[src/hw/brg_pkg.sv]
package brg_pkg;

    // Register indices; byte address is four times the index.
    localparam logic [31:0] IDX_COMPARE_0 = 32'hffff_f084;
    localparam logic [31:0] IDX_PRESCALE_MODE_0 = 32'hffff_f086;
    localparam logic [31:0] IDX_COMPARE_1 = 32'hffff_f094;
    localparam logic [31:0] IDX_PRESCALE_MODE_1 = 32'h0fff_f096;
    localparam logic [31:0] IDX_COMPARE_2 = 32'h0fff_f0a4;
    localparam logic [31:0] IDX_PRESCALE_MODE_2 = 32'h0fff_f0a6;
    localparam logic [31:0] IDX_CLOCK_SELECT = 32'hffff_f0b0;
    localparam logic [31:0] IDX_STATUS = 32'hffff_f0b4;
    localparam int IDX_W = 10;

    // Field positions and reset values.
    localparam int COUNT_EN_POS = 7;
    localparam int PRESCALE_LSB = 0;
    localparam int ASYNC_SEL_LSB = 0;
    localparam int SYNC_SEL_LSB = 8;
    localparam int STATUS_LEVEL_LSB = 0;
    localparam int STATUS_RUN_LSB = 8;
    localparam logic [7:0] MODE_RESET = 8'h00;
    localparam logic [7:0] COMPARE_RESET = 8'h00;
    localparam logic [1:0] SYNC_SEL_SYSCLK = 2'h0;
    localparam logic [7:0] TIMER_START = 8'h00;
    localparam logic [4:0] PRESCALE_START = 5'h00;

    typedef struct packed {
        logic enable;
        logic [2:0] prescale;
        logic [7:0] compare;
    } brg_cfg_t;

    // Low prescaler bits that must all be one for a count-clock tick.
    function automatic logic [4:0] presc_mask(input logic [2:0] sel);
        presc_mask = sel[2] ? 5'h1f : ((5'h02 << sel) - 5'h01);
    endfunction

    function automatic logic reg_hit(input logic [IDX_W-1:0] word,
                                     input logic [31:0] idx);
        reg_hit = (word == idx[IDX_W-1:0]);
    endfunction

endpackage

[src/hw/brg_gen.sv]
`timescale 1ns/1ps
module brg_gen (
    // Clock and reset.
    input wire logic ref_clk,
    input wire logic reset,
    // Configuration from the register file.
    input brg_pkg::brg_cfg_t cfg,
    // Generator state.
    output logic gen_level,
    output logic gen_pulse,
    output logic gen_running
);

    logic [4:0] presc_reg;
    logic [7:0] timer_reg;
    logic tick;
    logic restart;
    logic [15:0] gap_reg;
    logic gap_ok_reg;
    brg_pkg::brg_cfg_t cfg_last_reg;

    assign tick = cfg.enable &&
        ((presc_reg & brg_pkg::presc_mask(cfg.prescale))
         == brg_pkg::presc_mask(cfg.prescale)); // [RULE_10]
    // Compare zero wraps to 255, which gives a count of 256.
    assign restart = tick && (timer_reg == cfg.compare - 8'h01); // [RULE_07]

    always_ff @(posedge ref_clk) begin
        if (reset || !cfg.enable) begin
            presc_reg <= brg_pkg::PRESCALE_START; // [RULE_09]
        end else begin
            presc_reg <= presc_reg + 5'h01; // [RULE_04]
        end
    end

    always_ff @(posedge ref_clk) begin
        if (reset || !cfg.enable) begin
            timer_reg <= brg_pkg::TIMER_START; // [RULE_09]
        end else if (restart) begin
            timer_reg <= brg_pkg::TIMER_START; // [RULE_12]
        end else if (tick) begin
            timer_reg <= timer_reg + 8'h01; // [RULE_04]
        end
    end

    always_ff @(posedge ref_clk) begin
        if (reset || !cfg.enable) begin
            gen_level <= 1'b0;
            gen_pulse <= 1'b0;
            gen_running <= 1'b0;
        end else begin
            gen_level <= gen_level ^ restart; // [RULE_12]
            gen_pulse <= restart && !gen_level; // [RULE_12]
            gen_running <= 1'b1;
        end
    end

    always_ff @(posedge ref_clk) begin
        cfg_last_reg <= cfg;
        if (reset || restart) begin
            gap_reg <= 16'h0000;
        end else begin
            gap_reg <= gap_reg + 16'h0001;
        end
        if (reset || !cfg.enable || cfg != cfg_last_reg) begin
            gap_ok_reg <= 1'b0;
        end else if (restart) begin
            gap_ok_reg <= 1'b1;
        end
    end
endmodule

[src/hw/brg_top.sv]
`timescale 1ns/1ps
// Overview of operation
// RULE_01 - Each serial channel takes its clock from a generator or the system clock, alone.
// RULE_02 - Async channels choose with one select bit, clocked channels with a two-bit field.
// RULE_03 - A channel has a single clock enable that serves transmit and receive alike.
// RULE_04 - Each generator is a prescaler, an 8-bit timer and a compare register on ref_clk.
// RULE_05 - For async use the rate is clock / (2 k 2^m 16 2), the 16 done by the channel.
// RULE_06 - For clocked serial use the rate is clock / (2 k 2^m 2).
// RULE_07 - The count k runs from 1 to 256, and a compare value of zero means 256.
// RULE_08 - Each compare register is an 8-bit read/write register written by byte lane 0.
// RULE_09 - The count enable bit stops the timer when 0 and lets it count when 1.
// RULE_10 - Prescale select 0 to 3 give clock /2 to /16, and any value with bit 2 set gives /32.
// RULE_11 - Software picks settings whose baud error stays within about 2.3 percent.
// RULE_12 - The timer restarts when it reaches the compare value and its output toggles.
module brg_top #(
    parameter int GEN_N = 3,
    parameter int ASYNC_N = 2,
    parameter int SYNC_N = 4,
    parameter int ADDR_W = 12
) (
    // Clock and reset.
    input wire logic ref_clk,
    input wire logic reset,
    // APB slave.
    input wire logic psel,
    input wire logic penable,
    input wire logic pwrite,
    input wire logic [ADDR_W-1:0] paddr,
    input wire logic [31:0] pwdata,
    input wire logic [3:0] pstrb,
    output logic [31:0] prdata,
    output logic pready,
    output logic pslverr,
    // Serial clock enables for the channels.
    output logic [ASYNC_N-1:0] async_clk_en,
    output logic [SYNC_N-1:0] sync_clk_en,
    // Generator output levels.
    output logic [GEN_N-1:0] gen_level
);

    localparam logic [31:0] IDX_COMPARE [0:2] = '{
        brg_pkg::IDX_COMPARE_0, brg_pkg::IDX_COMPARE_1, brg_pkg::IDX_COMPARE_2};
    localparam logic [31:0] IDX_MODE [0:2] = '{
        brg_pkg::IDX_PRESCALE_MODE_0, brg_pkg::IDX_PRESCALE_MODE_1,
        brg_pkg::IDX_PRESCALE_MODE_2};

    brg_pkg::brg_cfg_t cfg_reg [GEN_N];
    logic [ASYNC_N-1:0] async_clock_select_reg;
    logic [1:0] sync_clock_select_reg [SYNC_N];
    logic [GEN_N-1:0] gen_pulse;
    logic [GEN_N-1:0] gen_running;
    logic [31:0] prdata_next;
    logic [GEN_N-1:0] hit_compare;
    logic [GEN_N-1:0] hit_mode;
    logic hit_select;
    logic hit_status;
    logic mapped;
    logic access;
    logic complete;
    logic wr;
    logic [brg_pkg::IDX_W-1:0] word;

    assign word = paddr[brg_pkg::IDX_W+1:2];
    assign access = psel && penable;
    assign complete = access && pready;
    assign wr = complete && pwrite && mapped;

    // Address decode.
    always_comb begin
        for (int g = 0; g < GEN_N; g++) begin
            hit_compare[g] = brg_pkg::reg_hit(word, IDX_COMPARE[g]);
            hit_mode[g] = brg_pkg::reg_hit(word, IDX_MODE[g]);
        end
        hit_select = brg_pkg::reg_hit(word, brg_pkg::IDX_CLOCK_SELECT);
        hit_status = brg_pkg::reg_hit(word, brg_pkg::IDX_STATUS);
        mapped = (paddr[1:0] == 2'h0) &&
            (|hit_compare || |hit_mode || hit_select || hit_status);
    end

    // Read data mux; unused bits read as zero.
    always_comb begin
        prdata_next = 32'h0000_0000;
        for (int g = 0; g < GEN_N; g++) begin
            if (hit_compare[g]) begin
                prdata_next[7:0] = cfg_reg[g].compare; // [RULE_08]
            end
            if (hit_mode[g]) begin
                prdata_next[brg_pkg::COUNT_EN_POS] = cfg_reg[g].enable;
                prdata_next[brg_pkg::PRESCALE_LSB +: 3] = cfg_reg[g].prescale;
            end
            if (hit_status) begin
                prdata_next[brg_pkg::STATUS_LEVEL_LSB + g] = gen_level[g];
                prdata_next[brg_pkg::STATUS_RUN_LSB + g] = gen_running[g];
            end
        end
        if (hit_select) begin
            prdata_next[brg_pkg::ASYNC_SEL_LSB +: ASYNC_N] = async_clock_select_reg;
            for (int j = 0; j < SYNC_N; j++) begin
                prdata_next[brg_pkg::SYNC_SEL_LSB + 2*j +: 2] = sync_clock_select_reg[j];
            end
        end
    end

    // One wait state: pready rises in the second access cycle.
    always_ff @(posedge ref_clk) begin
        if (reset) begin
            pready <= 1'b0;
        end else begin
            pready <= access && !pready;
        end
    end

    always_ff @(posedge ref_clk) begin
        if (reset) begin
            prdata <= 32'h0000_0000;
            pslverr <= 1'b0;
        end else if (access && !pready) begin
            prdata <= (pwrite || !mapped) ? 32'h0000_0000 : prdata_next;
            pslverr <= !mapped;
        end
    end

    // Generator configuration registers.
    always_ff @(posedge ref_clk) begin
        for (int g = 0; g < GEN_N; g++) begin
            if (reset) begin
                cfg_reg[g].compare <= brg_pkg::COMPARE_RESET;
                cfg_reg[g].enable <= brg_pkg::MODE_RESET[brg_pkg::COUNT_EN_POS];
                cfg_reg[g].prescale <= brg_pkg::MODE_RESET[brg_pkg::PRESCALE_LSB +: 3];
            end else if (wr && pstrb[0]) begin
                if (hit_compare[g]) begin
                    cfg_reg[g].compare <= pwdata[7:0]; // [RULE_08]
                end
                if (hit_mode[g]) begin
                    cfg_reg[g].enable <= pwdata[brg_pkg::COUNT_EN_POS]; // [RULE_09]
                    cfg_reg[g].prescale <= pwdata[brg_pkg::PRESCALE_LSB +: 3]; // [RULE_10]
                end
            end
        end
    end

    // Channel clock source select register.
    always_ff @(posedge ref_clk) begin
        if (reset) begin
            async_clock_select_reg <= '0;
            for (int j = 0; j < SYNC_N; j++) begin
                sync_clock_select_reg[j] <= brg_pkg::SYNC_SEL_SYSCLK;
            end
        end else if (wr && hit_select) begin
            if (pstrb[0]) begin
                async_clock_select_reg <=
                    pwdata[brg_pkg::ASYNC_SEL_LSB +: ASYNC_N]; // [RULE_02]
            end
            if (pstrb[1]) begin
                for (int j = 0; j < SYNC_N; j++) begin
                    sync_clock_select_reg[j] <=
                        pwdata[brg_pkg::SYNC_SEL_LSB + 2*j +: 2]; // [RULE_02]
                end
            end
        end
    end

    for (genvar g = 0; g < GEN_N; g++) begin : gen_brg
        brg_gen u_gen (
            .ref_clk(ref_clk),
            .reset(reset),
            .cfg(cfg_reg[g]),
            .gen_level(gen_level[g]),
            .gen_pulse(gen_pulse[g]),
            .gen_running(gen_running[g])
        ); // [RULE_04]
    end

    function automatic logic sync_src(input logic [1:0] sel,
                                      input logic [GEN_N-1:0] pulse);
        if (sel == brg_pkg::SYNC_SEL_SYSCLK) begin
            sync_src = 1'b1;
        end else if (int'(sel) <= GEN_N) begin
            sync_src = pulse[sel - 2'h1];
        end else begin
            sync_src = 1'b0;
        end
    endfunction

    // One enable per channel feeds both its transmit and receive sections.
    always_ff @(posedge ref_clk) begin
        if (reset) begin
            async_clk_en <= '0;
            sync_clk_en <= '0;
        end else begin
            for (int i = 0; i < ASYNC_N; i++) begin
                async_clk_en[i] <= async_clock_select_reg[i] ?
                    gen_pulse[i % GEN_N] : 1'b1; // [RULE_01] [RULE_03] [RULE_05]
            end
            for (int j = 0; j < SYNC_N; j++) begin
                sync_clk_en[j] <= sync_src(sync_clock_select_reg[j],
                    gen_pulse); // [RULE_01] [RULE_03] [RULE_06]
            end
        end
    end
endmodule

[config.mk]
export PLATFORM = sky130hd
export DESIGN_NAME = brg_top
export DESIGN_NICKNAME = d
export VERILOG_FILES = /design/src/hw/brg_pkg.sv /design/src/hw/brg_gen.sv /design/src/hw/brg_top.sv
export SDC_FILE = /design/constraint.sdc
export NUM_CORES = 1
export LEC_CHECK = 0
export ABC_CLOCK_PERIOD_IN_PS = 3050
export BUFFER_PORTS_ARGS = -buffer_cell sky130_fd_sc_hd__buf_2
export CAP_MARGIN = 10
export CORE_ASPECT_RATIO = 1.5
export CORE_MARGIN = 2
export CORE_UTILIZATION = 35
export CTS_CLUSTER_DIAMETER = 150
export CTS_CLUSTER_SIZE = 24
export DETAILED_ROUTE_END_ITERATION = 7
export GPL_TIMING_DRIVEN = 0
export PLACE_DENSITY = 0.56
export SKIP_LAST_GASP = 1
export SYNTH_ARGS = -nofsm -noshare
export SYNTH_HDL_FRONTEND = slang
export SYNTH_HIERARCHICAL = 1
export SYNTH_SLANG_ARGS = --single-unit
[constraint.sdc]
create_clock -name ref_clk -period 3.05 [get_ports ref_clk]
set_input_delay 0.4575 -clock ref_clk [delete_from_list [all_inputs] [get_ports ref_clk]]
set_output_delay 0.4575 -clock ref_clk [all_outputs]
set_load 0.02 [all_outputs]
# Yosys cells after proc, flatten, opt, wreduce, memory -nomap -nowiden
# Memories as Yosys holds them, arrays and structs flattened.
# Cells that the tools add are included.
# totals
regBits	90
mem_bits_rw	44
input_bits	53
word_cells	203
n_memories	2
# classes
add_sub_neg	16
n_lt_le_gt_ge	4
n_eq_ne	14
shifts	3
mux	81
bitwise_logic	19
n_reduce_logical	43
# mem_list
name	depth	word_bits	rd	rd_ports_with_merged_regs	write_ports	line_no	source
cfg_reg	3	12	3	0	3	brg_top.sv:47	brg_pkg::brg_cfg_t cfg_reg [GEN_N];
sync_clock_select_reg	4	2	4	0	4	brg_top.sv:49	logic [1:0] sync_clock_select_reg [SYNC_N];
# ops
op	n
$eq A10 B8 Y1 const B	8
$mux W8	7
$mux W1	55
$add A8 B1 Y8 const B	3
$eq A8 B8 Y1	3
$sub A8 B1 Y8 const B	3
$mux W3	6
$logic_and A1 B1 Y1	17
$mux W16	1
$add A5 B1 Y5 const B	3
$and A5 B5 Y5	3
$eq A5 B5 Y1	3
$mux W5	3
$shl A2 B3 Y5 const A	3
$sub A5 B1 Y5 const B	3
$or A1 B1 Y1	13
$lt A2 B3 Y1 const B	4
$logic_not A2 Y1	5
$mux W2	5
$bmux W1 S2	4
$logic_not A1 Y1	8
$sub A2 B1 Y2 const B	4
$logic_or A1 B1 Y1	7
$reduce_or A2 Y1	3
other kinds (3)	6

# Depth between registers and ports, before layout
# logic_depth
depth_word	12
ltp_mapped	10

# Hierarchy
# The synthesis kept the hierarchy.
# modules_own_cells
mod	n_inst	cells_each	area_per_inst_um2
brg_top	1	350	3674.8
brg_gen (gen_brg[0].u_gen ...)	2	134	1144.8
brg_gen (gen_brg[2].u_gen)	1	108	994.7

# Worst setup path after synthesis
# OpenSTA, ideal clock, no wires.
# synth_path
kind	input to register
from	in paddr[8]
to	mem cfg_reg[1][0] in the netlist's numbering (enable)
setup_time_ns	0.384
arrival_time_ns	2.497
required_ns	2.666
path_slack_ns	0.169
stages	5
n_path_buf	1
path_cell_list	or4b_4 a2111oi_4 nand4_4 buf_6 o21ai_0
# synth_lines
item	line_no	source
start, declared	brg_top.sv:28	input wire logic [ADDR_W-1:0] paddr,
end, declared	brg_top.sv:47	

==> qor.yml <==
status: "completed"
p_per_area_nw_per_um2: 513.7
start_util: 0.3546
cp_data_arrival_time_ns: 3.04
clkLatencyLatePin_ns: 0.42
yosysTopAreaCell: "dfxtp_1"
finalWorstSetupSlack_ns: 0.3697
antenna_found_initial: 0
whs_ns: 0.3112
pwr-share-comb: 0.071
worstSetupEndpointType: "flip-flop"
peakVddDrop_uv: 292.3
vias_per_cell: 5.157
critPathKind: "reg -> reg"
core_area_sq_um: 19630
avgSynthCellArea_sq_um: 9.586
hold_start: "pwdata[12]"
wire_per_inst_microns: 16.96
areaGrowthSynthToFinish_pct: 20.03
dp_hpwl_microns: 14100
dr_total_vias: 5662
cts_tree: "built"
rows: 63
p_switching_mw: 0.9717
root_buffer: "clkbuf_16"
place_congestion: 0.8881
hold_buffers: 0
rsz0062_at_grt: "no"
reg2reg_from: "cfg_reg[2][8]$_SDFFCE_PN0P_"
worst_pin_slew_ns: 0.8706
num_antenna_cells: 0
final_net_count: 897
setup_viol: 0
period_share: 0.8788
r2r_cells: 9
yosys_warnings: 6
synth_area_leaders: "dfxtp_1 (21%), edfxtp_1 (19%), ha_1 (3.4%)"
grtUsageTotal: 0.1850
routed_wl_microns: 18630
synth_flop_cell: "dfxtp_1"
final_cells: 1098
p_sw_frac: 0.2265
grt_max_degree: 17
dp_cells: 1061
clock_path_buffers: 2
synthDistinctLibCells: 76
period_needed_ns: 2.680
drtIter0Drc: 271
die-area_sq_um: 21050
largest_reg_flops: 36
syn_area_sq_um: 6959
fp.dieW_microns: 119.1
synthCells: 726
first_global_vias: 5684
hold_violations: 0
clockPowerShare: 0.534
cts_buffers: 17
r2r_end: "gen_brg[2].u_gen/gen_level$_SDFF_PN0_"
drv_slew: 0
power_mw: 4.291
power.leakage_nw: 3.044
dieHeight_microns: 176.7
final.fill_count: 1911
place_ws_ns: -0.6577
async_reset_ff_frac: 0
clock.fmax_mhz: 373.1
crit_required_ns: 3.41
hold_path.class: "in -> reg"
gr-total-overflow: 0
skew_ns: 0.008295
drive_above_1_share: 0.2100
placed_area_sq_um: 7641
synth_seq_cells: 118
tns_ns: 0
p_int_mw: 3.319
cp_max_fo: 6
grt_first_pass_wirelength_microns: 30260
r2r_setup_slack_ns: 0.37
yosysSeqAreaShare: 0.4027
finish.instance_area_sq_um: 8353
clk_pin_slew_ns: 0.06
relSlewSlack: 0.4117
worst_setup_path_start_kind: "flip-flop"
synth_top_cell_area_share: 0.2129
cts_num_sinks: 118
hold_end: "sync_clock_select_reg[2][0]$_SDFFCE_PN0P_"
p_seq_frac: 0.395
ioPinCount: 96
synth-edff-count: 44
cap_violations: 0
port_buffers: 60
cts_htree_levels: 4
drt_first_pass_iters: 5
fin_util: 0.4256
ant_nets: 0
holdPathStages: 2
drc_errors: 0
-- layer usage --
metal / global-route usage / up-vias / part of all wire
li1: - / 2821 / -
met1: 0.2058 / 2688 / 0.40
met2: 0.3408 / 121 / 0.53
met3: 0.03222 / 32 / 0.033
met4: 0.08482 / 0 / 0.031
met5: 0 / - / 0
-- worst max path at each step --
stage / startpoint / to / slack, ns / cells past startpoint
6_report: cfg_reg[2][8]$_SDFFCE_PN0P_ / gen_brg[2].u_gen/gen_level$_SDFF_PN0_ / 0.37 / 9
5_1_grt: paddr[7] / cfg_reg[2][3]$_SDFFCE_PN0P_ / 0.15 / 7
2_1_floorplan: paddr[8] / cfg_reg[1][0]$_SDFFCE_PN0P_ / 0.17 / 5
3_5_place_dp: paddr[11] / cfg_reg[2][1]$_SDFFCE_PN0P_ / -0.66 / 7
4_1_cts: cfg_reg[2][8]$_SDFFCE_PN0P_ / gen_brg[2].u_gen/gen_level$_SDFF_PN0_ / 0.11 / 8
3_3_place_gp: paddr[11] / cfg_reg[2][1]$_SDFFCE_PN0P_ / -0.60 / 7
-- cells in the mapped netlist, types with 7 or more instances --
| master | number |
|---|---|
| inv_1 | 42 |
| o211ai_1 | 23 |
| nor2_1 | 59 |
| dfxtp_1 | 74 |
| nand2b_1 | 14 |
| a22oi_1 | 11 |
| ha_1 | 19 |
| edfxtp_1 | 44 |
| nor3_2 | 9 |
| nor2b_1 | 8 |
| nand3b_1 | 7 |
| xor2_1 | 19 |
| nand2_1 | 42 |
| a21oi_1 | 27 |
| nor3_1 | 30 |
| nand3_1 | 32 |
| nor4_1 | 12 |
| mux2i_1 | 10 |
| xnor2_1 | 26 |
| nor4_2 | 7 |
| o21ai_0 | 15 |
| clkbuf_1 | 19 |
| and2_1 | 30 |
| buf_4 | 16 |
-- area by class of cell --
type                    instances  area [sq um]  share of cell area
multi-input cells             531          3775              0.4519
flip-flops and latches        118          2803              0.3355
repair buffers                 65         337.8             0.04044
well taps                     260         325.3             0.03895
clock inverters                13         226.5             0.02711
inverters                      44         165.2             0.01977
clock buffers                  19         442.9             0.05303
plain buffers                  48         277.8             0.03325
-- cells in the final DEF (no fill, tap or decap), drive strengths merged, types with 23 or more instances in the layout --
cell type / netlist / final
xnor2: 26 / 26
nor2: 62 / 62
clkbuf: 19 / 38
nand3: 34 / 34
nand2: 42 / 42
and2: 30 / 30
inv: 42 / 43
dfxtp: 74 / 74
buf: 29 / 94
edfxtp: 44 / 44
nor4: 24 / 24
o211ai: 23 / 23
a21oi: 27 / 27
nor3: 39 / 39
-- kinds of logic after synthesis --
logic type,Yosys count,share of synthesized area
compound gates,138,0.1593
xor+xnor,45,0.05663
fa+ha+maj,19,0.03416
buf+inv,92,0.06365
flops,118,0.4027
mux,14,0.02086
other cells,1,0.0005389
simple gates,299,0.2621
-- power groups by stage --
stage	registers, mW	clock network, mW	logic [mW]
after floorplan	1.72	0	0.205
after global placement	1.73	0	0.301
after detailed placement	1.73	0	0.303
after CTS	1.70	2.32	0.305
after global routing	1.70	2.39	0.335
final	1.69	2.29	0.306
-- worst max-delay path: stages, from the launching register on --
cell and delay [ns]:
edfxtp_1 0.51, or3_4 0.42, ha_1 0.29, a21oi_1 0.09, nor4_4 0.26, buf_4 0.19, nand3_4 0.08, a2111oi_4 0.38
ha_1 0.30, nor2_1 0.09
-- repair_timing --
action | CTS | global route
endpoints found under the setup margin | 26 | 17
buffers inserted | 1 | 4
resized for setup | 3 | 1
pin swaps | 1 | 1
Note: power is estimated with default switching activity, not from simulation.
